`config.mk`:
```
export PLATFORM = sky130hd
export DESIGN_NAME = swm_master
export DESIGN_NICKNAME = d
export VERILOG_FILES = /design/src/logic/swm_pkg.sv /design/src/logic/swm_master.sv
export VERILOG_INCLUDE_DIRS = /design/src /design/src/logic
export SDC_FILE = /design/constraint.sdc
export NUM_CORES = 1
export LEC_CHECK = 0
export ABC_CLOCK_PERIOD_IN_PS = 2430
export BUFFER_PORTS_ARGS = -buffer_cell sky130_fd_sc_hd__buf_2
export CAP_MARGIN = 20
export CELL_PAD_IN_SITES_DETAIL_PLACEMENT = 1
export CELL_PAD_IN_SITES_GLOBAL_PLACEMENT = 1
export CORE_MARGIN = 4
export CORE_UTILIZATION = 42
export CTS_CLUSTER_DIAMETER = 100
export DETAILED_ROUTE_END_ITERATION = 8
export PLACE_DENSITY_LB_ADDON = 0.1
export SLEW_MARGIN = 0
export SYNTH_ARGS = -nofsm -noshare
export SYNTH_HDL_FRONTEND = slang
export SYNTH_SLANG_ARGS = --single-unit
export TNS_END_PERCENT = 10
```
`constraint.sdc`:
```
create_clock -name core_clk -period 2.43 [get_ports core_clk]
set_input_delay 0.243 -clock core_clk [delete_from_list [all_inputs] [get_ports core_clk]]
set_output_delay 0.243 -clock core_clk [all_outputs]
set_load 0.02 [all_outputs]
```
`src/logic/swm_map.svh`:
```
// Summary of operation
// - CPU reaches master via select/data SFRs
// - Low three select bits pick register
// - Data register moves only implemented bits
// - Flag register read-only, others read-write
// - Buffer writes load tx, reads give rx
// - Invalid select ignores writes, reads zero
// - Master sequences all bus timing itself
// - Bus events set flags raising requests
// - All timing from 1 MHz base tick
// - Prescaler divides by 1, 3, 5, 7
// - Divider divides by two to the code
// - Bit 7 enables clock generation
// - Reset command runs reset, reports presence
// - Tx byte moves to shifter, LSB first
// - Rx buffer full sets, clears on read
`ifndef SWM_MAP_SVH
`define SWM_MAP_SVH
`define SWM_SFR_SELECT   8'hee
`define SWM_SFR_DATA     8'hef
`define SWM_A_COMMAND    3'h0
`define SWM_A_BUFFER     3'h1
`define SWM_A_FLAGS      3'h2
`define SWM_A_ENABLES    3'h3
`define SWM_A_DIVIDER    3'h4
`define SWM_A_CONTROL    3'h5
`define SWM_CMD_MASK     8'h07
`define SWM_IEN_MASK     8'hfd
`define SWM_DIV_MASK     8'h9f
`define SWM_CLK_EN_BIT   7
`define SWM_FLAGS_RESET  8'h0e
// Slot timing in microsecond ticks
`define SWM_RST_LOW_US   10'd480
`define SWM_RST_SMP_US   10'd70
`define SWM_RST_END_US   10'd960
`define SWM_SLOT_US      7'd70
`define SWM_W1_LOW_US    7'd6
`define SWM_W0_LOW_US    7'd60
`define SWM_SMP_US       7'd15
`endif

```
`src/logic/swm_pkg.sv`:
```
package swm_pkg;
  typedef enum logic [1:0] {
    SWM_IDLE,
    SWM_RESET,
    SWM_BIT
  } swm_state_e;
endpackage

```
`src/logic/swm_master.sv`:
```
`timescale 1ns/1ps
`include "swm_map.svh"
module swm_master (
  input  wire logic       core_clk,
  input  wire logic       rst,
  input  wire logic [7:0] sfr_addr,
  input  wire logic [7:0] sfr_wdata,
  input  wire logic       sfr_wr,
  input  wire logic       sfr_rd,
  output logic      [7:0] sfr_rdata,
  output logic            irq,
  input  wire logic       line_i,
  output logic            line_o,
  output logic            line_oe
);
  logic [7:0] select_q;
  logic [2:0] cmd_q;
  logic [7:0] tx_buf_q, rx_buf_q, tx_sh_q, rx_sh_q;
  logic [7:0] ien_q, div_q, ctrl_q;
  logic       tbe_q, tx_shift_empty_flag_q, rbf_q, rx_shift_full_flag_q, pdr_q, pd_q;
  logic       sync1_q, line_level_in;
  logic [2:0] pre_cnt_q;
  logic [6:0] div_cnt_q;
  logic       pre_tick, tick;
  swm_pkg::swm_state_e state_q;
  logic [9:0] us_q;
  logic [2:0] bit_q;
  logic       drive_low;
  logic [7:0] flags;
  logic       wr_data, rd_data;
  logic [2:0] sel;

  assign wr_data = sfr_wr && (sfr_addr == `SWM_SFR_DATA);
  assign rd_data = sfr_rd && (sfr_addr == `SWM_SFR_DATA);
  assign sel = select_q[2:0];

  // Synchroniser for the line pin
  always_ff @(posedge core_clk) begin
    if (rst) begin
      sync1_q       <= 1'b1;
      line_level_in <= 1'b1;
    end else begin
      sync1_q       <= line_i;
      line_level_in <= sync1_q;
    end
  end

  always_ff @(posedge core_clk) begin
    if (rst)
      select_q <= 8'h00;
    else if (sfr_wr && sfr_addr == `SWM_SFR_SELECT)
      select_q <= sfr_wdata;
  end

  always_ff @(posedge core_clk) begin
    if (rst) begin
      ien_q  <= 8'h00;
      div_q  <= 8'h00;
      ctrl_q <= 8'h00;
    end else if (wr_data) begin
      if (sel == `SWM_A_ENABLES) ien_q <= sfr_wdata & `SWM_IEN_MASK;
      if (sel == `SWM_A_DIVIDER) div_q <= sfr_wdata & `SWM_DIV_MASK;
      if (sel == `SWM_A_CONTROL) ctrl_q <= sfr_wdata;
    end
  end

  always_ff @(posedge core_clk) begin
    if (rst || !div_q[`SWM_CLK_EN_BIT])
      pre_cnt_q <= 3'h0;
    else if (pre_tick)
      pre_cnt_q <= 3'h0;
    else
      pre_cnt_q <= pre_cnt_q + 3'h1;
  end
  assign pre_tick = div_q[`SWM_CLK_EN_BIT] &&
                    (pre_cnt_q == {div_q[1:0], 1'b0});

  always_ff @(posedge core_clk) begin
    if (rst || !div_q[`SWM_CLK_EN_BIT])
      div_cnt_q <= 7'h00;
    else if (pre_tick)
      div_cnt_q <= tick ? 7'h00 : div_cnt_q + 7'h01;
  end
  assign tick = pre_tick &&
                (div_cnt_q == 7'((8'h01 << div_q[4:2]) - 8'h01));

  always_ff @(posedge core_clk) begin
    if (rst) begin
      state_q <= swm_pkg::SWM_IDLE;
      cmd_q   <= 3'h0;
      us_q    <= 10'h000;
      bit_q   <= 3'h0;
      tx_sh_q <= 8'h00;
      rx_sh_q <= 8'h00;
      tx_shift_empty_flag_q  <= 1'b1;
      rx_shift_full_flag_q  <= 1'b0;
      pd_q    <= 1'b0;
      pdr_q   <= 1'b1;
    end else begin
      if (wr_data && sel == `SWM_A_COMMAND) begin
        cmd_q[2] <= sfr_wdata[2];
        if (sfr_wdata[0]) begin
          cmd_q[0] <= 1'b1;
          cmd_q[1] <= 1'b0;
        end else
          cmd_q[1] <= sfr_wdata[1];
      end
      unique case (state_q)
        swm_pkg::SWM_IDLE: begin
          us_q <= 10'h000;
          // No timing base while disabled, so nothing may start
          if (cmd_q[0] && div_q[`SWM_CLK_EN_BIT]) begin
            state_q <= swm_pkg::SWM_RESET;
          end else if (!cmd_q[0] && div_q[`SWM_CLK_EN_BIT] && !tbe_q &&
                       !(rbf_q && rx_shift_full_flag_q)) begin
            tx_sh_q <= tx_buf_q;
            tx_shift_empty_flag_q  <= 1'b0;
            bit_q   <= 3'h0;
            rx_shift_full_flag_q  <= 1'b1;
            state_q <= swm_pkg::SWM_BIT;
          end
        end
        swm_pkg::SWM_RESET: if (tick) begin
          us_q <= us_q + 10'h001;
          if (us_q == `SWM_RST_SMP_US + `SWM_RST_LOW_US)
            pdr_q <= ctrl_q[1] ? 1'b0 : line_level_in;
          if (us_q == `SWM_RST_END_US) begin
            cmd_q[0] <= 1'b0;
            pd_q     <= 1'b1;
            state_q  <= swm_pkg::SWM_IDLE;
          end
        end
        swm_pkg::SWM_BIT: if (tick) begin
          us_q <= us_q + 10'h001;
          if (us_q[6:0] == `SWM_SMP_US)
            rx_sh_q <= {line_level_in, rx_sh_q[7:1]};
          if (us_q[6:0] == `SWM_SLOT_US) begin
            us_q    <= 10'h000;
            tx_sh_q <= {1'b0, tx_sh_q[7:1]};
            bit_q   <= bit_q + 3'h1;
            if (bit_q == 3'h7) begin
              tx_shift_empty_flag_q  <= 1'b1;
              rx_shift_full_flag_q  <= rbf_q;
              state_q <= swm_pkg::SWM_IDLE;
            end
          end
        end
        default: state_q <= swm_pkg::SWM_IDLE;
      endcase
      if (rd_data && sel == `SWM_A_FLAGS)
        pd_q <= 1'b0;
    end
  end

  // Bus drive: reset pulse, slot low time, or forced low
  always_comb begin
    drive_low = 1'b0;
    if (state_q == swm_pkg::SWM_RESET)
      drive_low = us_q < `SWM_RST_LOW_US;
    else if (state_q == swm_pkg::SWM_BIT)
      drive_low = us_q[6:0] < (tx_sh_q[0] ? `SWM_W1_LOW_US
                                           : `SWM_W0_LOW_US);
    if (cmd_q[2] && ctrl_q[2])
      drive_low = 1'b1;
  end
  assign line_o  = 1'b0;
  assign line_oe = drive_low;

  // tx buffer load, rx buffer handling
  always_ff @(posedge core_clk) begin
    if (rst) begin
      tx_buf_q <= 8'h00;
      rx_buf_q <= 8'h00;
      tbe_q    <= 1'b1;
      rbf_q    <= 1'b0;
    end else begin
      if (state_q == swm_pkg::SWM_IDLE && !cmd_q[0] && !tbe_q &&
          div_q[`SWM_CLK_EN_BIT] && !(rbf_q && rx_shift_full_flag_q))
        tbe_q <= 1'b1;
      if (wr_data && sel == `SWM_A_BUFFER) begin
        tx_buf_q <= sfr_wdata;
        tbe_q    <= 1'b0;
      end
      if (rd_data && sel == `SWM_A_BUFFER)
        rbf_q <= 1'b0;
      // Set wins over the read clear
      if (state_q == swm_pkg::SWM_BIT && tick && bit_q == 3'h7 &&
          us_q[6:0] == `SWM_SLOT_US && !rbf_q) begin
        rx_buf_q <= rx_sh_q;
        rbf_q    <= 1'b1;
      end
    end
  end

  assign flags = {line_level_in == 1'b0 && state_q == swm_pkg::SWM_IDLE
                  && !drive_low, 1'b0, rx_shift_full_flag_q, rbf_q, tx_shift_empty_flag_q, tbe_q,
                  pdr_q, pd_q};

  always_comb begin
    unique case (sel)
      `SWM_A_COMMAND: sfr_rdata = {4'h0, line_level_in, cmd_q};
      `SWM_A_BUFFER:  sfr_rdata = rx_buf_q;
      `SWM_A_FLAGS:   sfr_rdata = flags;
      `SWM_A_ENABLES: sfr_rdata = ien_q;
      `SWM_A_DIVIDER: sfr_rdata = div_q;
      `SWM_A_CONTROL: sfr_rdata = ctrl_q;
      default:        sfr_rdata = 8'h00;
    endcase
    if (sfr_addr == `SWM_SFR_SELECT)
      sfr_rdata = select_q;
  end

  assign irq = |(flags & ien_q);

  tick_one_cycle_a: assert property (@(posedge core_clk) disable iff (rst)
    tick |=> !tick or (div_q[1:0] == 2'h0 && div_q[4:2] == 3'h0))
    else $error("tick longer than one cycle");
  tick_gated_a: assert property (@(posedge core_clk) disable iff (rst)
    !div_q[7] |-> !tick) else $error("tick while disabled");
  bad_select_a: assert property (@(posedge core_clk) disable iff (rst)
    wr_data && sel > 3'h5 |=> $stable(ien_q) && $stable(div_q))
    else $error("invalid select changed state");
  flag_ro_a: assert property (@(posedge core_clk) disable iff (rst)
    wr_data && sel == 3'h2 |=> $stable(ien_q) && $stable(ctrl_q))
    else $error("flag write had effect");
  tx_load_a: assert property (@(posedge core_clk) disable iff (rst)
    wr_data && sel == 3'h1 |=> !tbe_q && tx_buf_q == $past(sfr_wdata))
    else $error("tx buffer not loaded");
  reset_start_a: assert property (@(posedge core_clk) disable iff (rst)
    wr_data && sel == 3'h0 && sfr_wdata[0] |=> cmd_q[0] && !cmd_q[1])
    else $error("reset command not taken");
  shift_load_a: assert property (@(posedge core_clk) disable iff (rst)
    $rose(state_q == swm_pkg::SWM_BIT) |-> !tx_shift_empty_flag_q && tbe_q)
    else $error("shift load flags wrong");
  irq_follow_a: assert property (@(posedge core_clk) disable iff (rst)
    pd_q && ien_q[0] |-> irq) else $error("irq missing");
endmodule // swm_master

```
==> impl_metrics.csv, run 1 <==
group,metric,value,unit
timing,slew_headroom,59.2,%
critical_path,cp.arrival,2.80,ns
clocking,clockBufferDepth,2,
timing,max_freq,392,MHz
synthesis,synthDistinctLibCells,74,
min_path,hp-class,"in -> reg",
clocking,postCtsHoldBufs,0,
power,power_density,554,nW/µm²
timing,post-route-period-util,105,%
synthesis,synth_cells,573,
floorplanning,die_y,118,µm
timing,worst_slew_pin_slew,0.612,ns
clocking,cts_sinks,97,
critical_path,critPathKind,"reg -> reg",
floorplanning,num_rows,39,
global_routing,grt_pass1_wl,25100,µm
timing,setup_viol,35,
min_path,worst_hold_path.num_cells,2,
place,dp_slack,-0.331,ns
floorplanning,die_area,13900,µm²
synthesis,yosysTopAreaCellShare,38.3,%
synthesis,yosys.area.top_type,"dfxtp_1",
status,violations,"setup timing",
synthesis,async_flop_share,0,%
layout,fin_nets,666,
drt,viasPerCell,5.71,
clocking,tritoncts,"built",
synthesis,synth_edf_count,0,
place,place_hpwl,11000,µm
timing,setup_ws,-0.121,ns
floorplanning,ios,32,
synthesis,synth.area.top_cells,"dfxtp_1 (38%), mux2i_1 (15%), nor2_1 (7.2%)",
status,status,"complete, but fails checks",
layout,final_cell_mix,"nor2_1 (95), dfxtp_1 (93), mux2i_1 (74)",
synthesis,avgSynthCellArea,8.85,µm²
synthesis,ys_warn_count,0,
clocking,cts_buffers,9,
drt,drtPass1Iterations,4,
synthesis,syn_area,5070,µm²
power,p_leak,2.21,nW
timing,finClkSkew,0.0108,ns
timing,finalHoldViolCount,0,
global_routing,track_usage,22.4,%
critical_path,cp-end-kind,"register",
synthesis,synth_seq_cells,97,
layout,layout_commonest_cell,"nor2_1",
drt,drt_iter0_drc,282,
layout,fin_cells,778,
layout,n_antenna_cell,0,
layout,fin_area,6210,µm²
critical_path,worstPathRequired,2.68,ns
drt,wirelength,15400,µm
global_routing,grt_pass1_vias,4794,
clocking,cts_root_buf,"clkbuf_16",
floorplanning,core_area,11600,µm²
place,dpl.cell_count,758,
timing,whs,0.0691,ns
drt,ant_nets,0,
place,postPlaceCellArea,5610,µm²
floorplanning,die_x,118,µm
drt,remaining_drc_errors,0,
global_routing,antenna_found_initial,0,
drt,dr_total_vias,4445,
clocking,h-tree-depth,3,
critical_path,worstRegToRegCells,9,
global_routing,overflow,0,
critical_path,crit_path_max_fanout,7,
power,ir_drop,345,µV
place,io_buffer_count,30,
synthesis,synth_flop_cell,"dfxtp_1",
critical_path,cp-start-kind,"register",
power,power,3.44,mW
timing,drv_slew,0,
timing,rsz0062_at_grt,"true",
global_routing,grt_max_degree,38,
drt,drt-wirelength-per-cell,19.8,µm
synthesis,synth_nets,609,
clocking,clkLatencyLatePin,0.36,ns
place,gp_congestion,0.882,
layout,drive_gt1_share,23.5,%
flow_run,cap_violations,0,
clocking,clk_pin_slew,0.07,ns
layout,syn_to_final_growth,22.4,%
floorplanning,initial_utilization,43.7,%
synthesis,synth.yosys.seq_area_share,38.3,%
timing,post-route-min-period,2.55,ns
through the flow:
step	TNS (ns)	util (%)
floorplan	-5.01	-
global placement	-4.31	48.3
detailed placement	-7.12	48.3
CTS	-1.68	53.0
global route	-7.89	53.4
finish	-2.29	53.4
critical path, cell delays in order (launching register included):
cell	delay [ns]
dfxtp_2	0.33
or3_4	0.39
ha_4	0.20
nor2b_4	0.13
a2bb2oi_2	0.14
o32ai_4	0.23
a311o_1	0.25
a21oi_2	0.13
or3_1	0.37
a32o_1	0.27
final cells by class:
type	count	area (µm²)
Fill cell	1362	5410
Multi-Input combinational cell	426	3060
Sequential cell	97	1950
Timing Repair Buffer	80	592
Clock buffer	10	229
Tap cell	143	179
Clock inverter	6	138
Inverter	16	60.1
registers in the layout (all words and copies together), names as in the netlist, 2 cells and up:
signal,count
select_q,8
cmd_q,3
ien_q,7
state_q,2
us_q,10
rx_buf_q,8
div_q,6
rx_sh_q,8
tx_buf_q,8
div_cnt_q,7
bit_q,3
tx_sh_q,8
pre_cnt_q,3
ctrl_q,8
worst paths after layout:
path                            startpoint            end  slack (ns)
worst min-delay path                line_i        sync1_q        0.07
worst min register to register     sync1_q  line_level_in        0.42
worst max register to register    div_q[3]        us_q[9]       -0.12
worst max-delay path              div_q[3]        us_q[9]       -0.12
metal layers:
layer | global-route usage [%] | part of all wire [%] | vias to the layer above
met4 | 9.38 | 2.1 | 0
met1 | 27.5 | 44 | 2187
met3 | 3.41 | 2.9 | 25
met5 | 0 | 0 | -
li1 | - | - | 2163
met2 | 39.1 | 51 | 70
synthesized netlist by cell type (3+ instances only):
| master | number |
|---|---|
| a31oi_1 | 3 |
| buf_2 | 8 |
| o21ai_0 | 18 |
| o211ai_1 | 5 |
| ha_1 | 15 |
| a221oi_1 | 5 |
| clkbuf_1 | 14 |
| a21o_1 | 3 |
| a21oi_1 | 33 |
| nor2b_1 | 4 |
| nor2_1 | 97 |
| nor3_1 | 13 |
| nor4_1 | 5 |
| nand2_1 | 35 |
| nand4b_1 | 3 |
| buf_4 | 5 |
| mux2i_1 | 74 |
| nand4_1 | 5 |
| dfxtp_1 | 97 |
| and3_1 | 7 |
| buf_1 | 5 |
| xnor2_1 | 8 |
| nand3_1 | 14 |
| xor2_1 | 3 |
| or3_1 | 7 |
| inv_1 | 14 |
| a311oi_1 | 8 |
| a32o_1 | 4 |
cell families (layout without fill, tap and decap cells):
logic type                 after synthesis  in the layout  share of synthesized area (%)
muxes                                   74             74                           14.6
DFF                                     97             97                           38.3
AOI/OAI and AO/OA                      111            111                           15.9
and+or+nand+nor                        213            213                           20.6
other                                    1              1                         0.0740
buffers and inverters                   50            112                           4.57
xor gates and xnor gates                12             12                           2.22
adders and majority gates               15             15                           3.70
report_power, final:
part	internal [mW]	switching (mW)
logic	0.0225	0.0580
registers	1.59	0.00137
clock network	1.12	0.652
total	2.73	0.712
what timing repair did:
| action | in CTS | in global routing |
|---|---|---|
| pin swaps | 18 | 14 |
| setup buffers | 4 | 0 |
| gates resized for setup | 31 | 12 |
| setup endpoints to repair | 51 | 55 |
| cloned | 1 | 0 |
Note: power is estimated with default switching activity, not from simulation.
==> run 2, diff against run 1 <==
Settings changed: ABC_AREA set to 1, CORE_UTILIZATION 42 to 40, REMOVE_ABC_BUFFERS set to 1.
==> impl_metrics.csv, run 2 <==
group,metric,value,unit
status,status,"completed",
place,io_buffer_count,30,
global_routing,grt_pass1_vias,5409,
synthesis,synth.yosys.seq_area_share,37.1,%
timing,whs,0.0699,ns
layout,regMostFlops,"us_q",
synthesis,synthDistinctLibCells,49,
place,place_hpwl,12000,µm
place,postPlaceCellArea,5580,µm²
timing,slew_headroom,50.1,%
clocking,cts_sinks,97,
timing,drv_slew,0,
drt,drt-wirelength-per-cell,16.6,µm
critical_path,critPathKind,"reg -> out",
timing,post-route-min-period,2.35,ns
drt,remaining_drc_errors,0,
global_routing,grt_max_degree,40,
synthesis,synth_edf_count,0,
synthesis,yosys.area.top_type,"dfxtp_1",
floorplanning,core_area,12700,µm²
timing,tns,0,ns
layout,n_fill_cell,1723,
clocking,clkLatencyLatePin,0.35,ns
synthesis,avgSynthCellArea,6.89,µm²
critical_path,crit_path_max_fanout,5,
global_routing,track_usage,22.8,%
flow_run,cap_violations,0,
floorplanning,ios,32,
power,power_density,624,nW/µm²
layout,multi_input_area,2840,µm²
floorplanning,die_area,15000,µm²
clocking,tritoncts,"built",
place,dp_slack,-0.0304,ns
clocking,cts_buffers,9,
drt,drt_iter0_drc,224,
power,p_leak,2.46,nW
place,gp_congestion,0.868,
layout,syn_to_final_growth,13.5,%
layout,final_cell_mix,"nand2_1 (183), nor2_1 (104), dfxtp_1 (92)",
synthesis,synth_flop_cell,"dfxtp_1",
critical_path,cp-end-kind,"primary output",
power,power,3.71,mW
layout,layout_commonest_cell,"nand2_1",
floorplanning,die_x,122,µm
synthesis,synth.most_common_cell,"nand2_1",
clocking,h-tree-depth,3,
layout,drive_gt1_share,13.9,%
synthesis,async_flop_share,0,%
timing,setup_ws,0.0786,ns
floorplanning,die_y,122,µm
layout,largest_reg_flops,10,
timing,finClkSkew,0.00705,ns
critical_path,r2r_slack,0.18,ns
layout,n_antenna_cell,0,
clocking,clk_pin_slew,0.07,ns
critical_path,cp.arrival,2.11,ns
layout,utilization,46.8,%
timing,max_freq,425,MHz
clocking,clockBufferDepth,2,
synthesis,netlist_top_cells_count,"nand2_1 (183), nor2_1 (107), dfxtp_1 (97)",
timing,post-route-period-util,96.8,%
timing,setup_viol,0,
critical_path,cp-start-kind,"register",
synthesis,synth.area.top_cells,"dfxtp_1 (37%), nand2_1 (13%), nor2_1 (7.7%)",
drt,dr_total_vias,5146,
place,dpl.cell_count,949,
drt,drtPass1Iterations,4,
floorplanning,num_rows,41,
synthesis,synth_cells,760,
global_routing,overflow,0,
synthesis,yosysTopAreaCellShare,37.1,%
drt,viasPerCell,5.33,
drt,wirelength,16100,µm
clocking,cts_root_buf,"clkbuf_16",
power,ir_drop,328,µV
timing,worst_slew_pin_slew,0.748,ns
critical_path,worstPathRequired,2.19,ns
timing,finalHoldViolCount,0,
timing,rsz0062_at_grt,"true",
synthesis,synth_seq_cells,97,
layout,fin_cells,966,
layout,fin_area,5950,µm²
min_path,hp-class,"in -> reg",
layout,seq_area,1950,µm²
synthesis,ys_warn_count,0,
drt,ant_nets,0,
global_routing,grt_pass1_wl,26900,µm
layout,fin_nets,825,
synthesis,syn_area,5240,µm²
floorplanning,initial_utilization,41.2,%
global_routing,antenna_found_initial,0,
## run 2: changes by cell type after synthesis, moves of 7 or more
cell / change
a211oi_1: +23
a21oi_1: +21
a311oi_1: -8
inv_1: +65
mux2i_1: -73
nand2_1: +148
nand3_1: +24
nand4_1: +16
nor2_1: +10
nor3_1: -7
o21ai_0: +10
or3_1: -7
## run 2: cell type report
type | count | area share, %
Inverter | 86 | 5.64
Timing Repair Buffer | 52 | 5.36
Tap cell | 172 | 3.62
Multi-Input combinational cell | 543 | 47.8
Clock buffer | 9 | 3.79
Clock inverter | 7 | 1.03
Sequential cell | 97 | 32.8
## run 2: where the power goes
part,switching (mW),internal [mW],leakage (nW)
Clock,0.708,0.716,0.135
Combinational,0.460,0.187,1.54
Sequential,0.0238,1.62,0.785
Total,1.19,2.52,2.46
## run 2: logic make-up after synthesis
group,after synthesis,share of synthesized area (%)
fa+ha+maj,15,3.58
other cells,1,0.0716
mux,1,0.191
compound gates,130,14.8
flops,97,37.1
xor+xnor,11,1.84
simple gates,385,32.7
buf+inv,120,9.84
## run 2: final timing paths
path              cells after the start        from       endpoint
setup / recovery                      9  tx_sh_q[0]            irq
hold / removal                        2      line_i        sync1_q
setup reg to reg                     14    div_q[3]     tx_sh_q[0]
hold reg to reg                       1     sync1_q  line_level_in
## run 2: routing by layer
layer  vias to the layer above  global-route usage, %  part of all wire [%]
li1                       2545                      -                     -
met3                        26                   3.46                   2.5
met5                         -                      0                     0
met2                        83                   40.5                    49
met1                      2492                   28.1                    46
met4                         0                   7.70                   2.3
## run 2: timing repair
action,CTS,global route
pin swaps,0,7
setup buffers,0,1
hold buffers,0,0
resized for setup,2,20
endpoints found under the setup margin,11,47
## run 2: critical path: stages, from the launching register on
cell       delay [ns]
dfxtp_2          0.35
ha_1             0.29
nand2_1          0.07
a21oi_1          0.04
o21a_1           0.17
o21ai_1          0.17
nand3_2          0.14
nand4_1          0.15
o2111ai_1        0.17
buf_2            0.21
==> run 3, diff against run 2 <==
Settings changed: ABC_AREA 1 to 0, CORE_UTILIZATION 40 to 42.
==> impl_metrics.csv, run 3 (synthesized netlist as in run 1, its figures left out) <==
group,metric,value,unit
global_routing,grt_pass1_vias,4770,
critical_path,cp_cell_sequence,"or3_4 > ha_4 > xnor2_2 > mux2i_1 > a21oi_2 > nand2_4 > buf_12 > nor4b_4 > buf_4 > mux2i_1 > nand2_1",
global_routing,grt_pass1_wl,25400,µm
critical_path,worstPathRequired,2.65,ns
min_path,holdCritStartpoint,"line_i",
power,power_density,501,nW/µm²
global_routing,track_usage,22.9,%
timing,post-route-period-util,107,%
drt,wirelength,15700,µm
drt,ant_nets,0,
clocking,clkLatencyLatePin,0.35,ns
place,gp_congestion,0.850,
power,p_comb_share,2.6,%
critical_path,worstRegToRegCells,11,
critical_path,slowest_stage,"or3_4",
drt,drt-wirelength-per-cell,20.1,µm
flow_run,cap_violations,0,
timing,rsz0062_at_grt,"true",
global_routing,grt_max_degree,37,
timing,setup_viol,42,
power,switching_power,697,µW
floorplanning,die_x,118,µm
power,pwr-share-seq,51.8,%
timing,worst_slew_pin_slew,0.548,ns
status,status,"complete, but fails checks",
layout,n_antenna_cell,0,
power,p_leak,2.17,nW
timing,setup_ws,-0.165,ns
floorplanning,initial_utilization,43.7,%
clocking,tritoncts,"built",
critical_path,crit_buf_inv,2,
place,place_hpwl,11200,µm
timing,finClkSkew,0.00904,ns
min_path,hp-class,"in -> reg",
power,internal_power,2.37,mW
layout,largest_reg_flops,10,
timing,drv_slew,0,
clocking,h-tree-depth,3,
floorplanning,die_y,118,µm
layout,drive_gt1_share,22.4,%
critical_path,crit_top_cell,"mux2i_1",
timing,max_freq,385,MHz
layout,layout_commonest_cell,"nor2_1",
power,ir_drop,401,µV
min_path,worst_hold_path.num_cells,2,
layout,n_fill_cell,1363,
drt,remaining_drc_errors,0,
power,clkPwrFrac,45.6,%
place,io_buffer_count,30,
place,postPlaceCellArea,5600,µm²
place,dp_slack,-0.435,ns
timing,finalHoldViolCount,0,
critical_path,cp-end-kind,"register",
critical_path,critPathKind,"reg -> reg",
floorplanning,ios,32,
timing,slew_headroom,63.4,%
clocking,clockBufferDepth,2,
drt,drt_iter0_drc,255,
clocking,clk_pin_slew,0.07,ns
min_path,min_to,"sync1_q",
layout,regMostFlops,"us_q",
critical_path,crit_path_max_fanout,7,
clocking,cts_buffers,9,
timing,tns,-4.19,ns
layout,fin_nets,669,
critical_path,cp.arrival,2.82,ns
critical_path,critPathTopFamily,"simple AND/OR/NAND/NOR gates",
layout,syn_to_final_growth,20.8,%
status,violations,"setup timing",
floorplanning,core_area,11600,µm²
critical_path,r2r-start,"div_q[3]",
drt,viasPerCell,5.80,
critical_path,rr_endpoint,"pdr_q",
global_routing,overflow,0,
critical_path,cp-start-kind,"register",
floorplanning,num_rows,39,
timing,post-route-min-period,2.59,ns
critical_path,r2r_slack,-0.16,ns
drt,drtPass1Iterations,4,
critical_path,cp_slowest_stage_delay,0.37,ns
drt,dr_total_vias,4528,
layout,fin_area,6130,µm²
power,p_sw_share,22.7,%
critical_path,crit_start,"div_q[3]",
global_routing,antenna_found_initial,0,
floorplanning,die_area,13900,µm²
layout,final_cell_mix,"nor2_1 (96), dfxtp_1 (93), mux2i_1 (74)",
clocking,cts_root_buf,"clkbuf_16",
clocking,postCtsHoldBufs,0,
clocking,cts_sinks,97,
[run 3: per-stage QoR]
step	utilization, %	power [mW]	hold slack [ns]	instances
after floorplan	-	1.64	0.309	539
after global placement	48.2	1.70	0.391	757
after detailed placement	48.2	1.71	0.407	757
after CTS	52.3	3.10	0.0709	779
after global routing	52.7	3.18	0.0713	781
final	52.7	3.07	0.0813	781
[run 3: timing repair]
action,CTS,global route
setup endpoints to repair,54,58
cloned,1,1
buffers inserted,5,1
resized for setup,27,8
pin swaps,20,13
[run 3: metal layers]
layer,wire length (µm),track usage [%]
met1,6850,28.8
met2,7820,39.4
met3,691,4.76
met4,323,6.67
met5,0,0
[run 3: layout make-up]
class	instances	area, µm²	area share, %
flip-flops and latches	97	1950	31.8
clock inverters	4	33.8	0.551
repair buffers	82	616	10.0
well taps	143	179	2.92
inverters	16	61.3	1.00
multi-input cells	427	3030	49.5
clock buffers	12	256	4.19
[run 3: how the worst max path moves through the flow]
stage               slack [ns]           to  cells after the start
finish                   -0.16        pdr_q                     11
global route             -0.26      us_q[2]                     11
CTS                      -0.14   rx_sh_q[0]                     12
detailed placement       -0.43      us_q[6]                     11
global placement         -0.33        pdr_q                     11
floorplan                -0.76  rx_buf_q[0]                      9
[run 3: power groups by stage]
stage	Clock, mW	Sequential (mW)	Combinational [mW]
6_report	1.40	1.59	0.0788
3_5_place_dp	0	1.63	0.0770
5_1_grt	1.50	1.59	0.0846
3_3_place_gp	0	1.63	0.0751
4_1_cts	1.44	1.59	0.0784
2_1_floorplan	0	1.63	0.0144
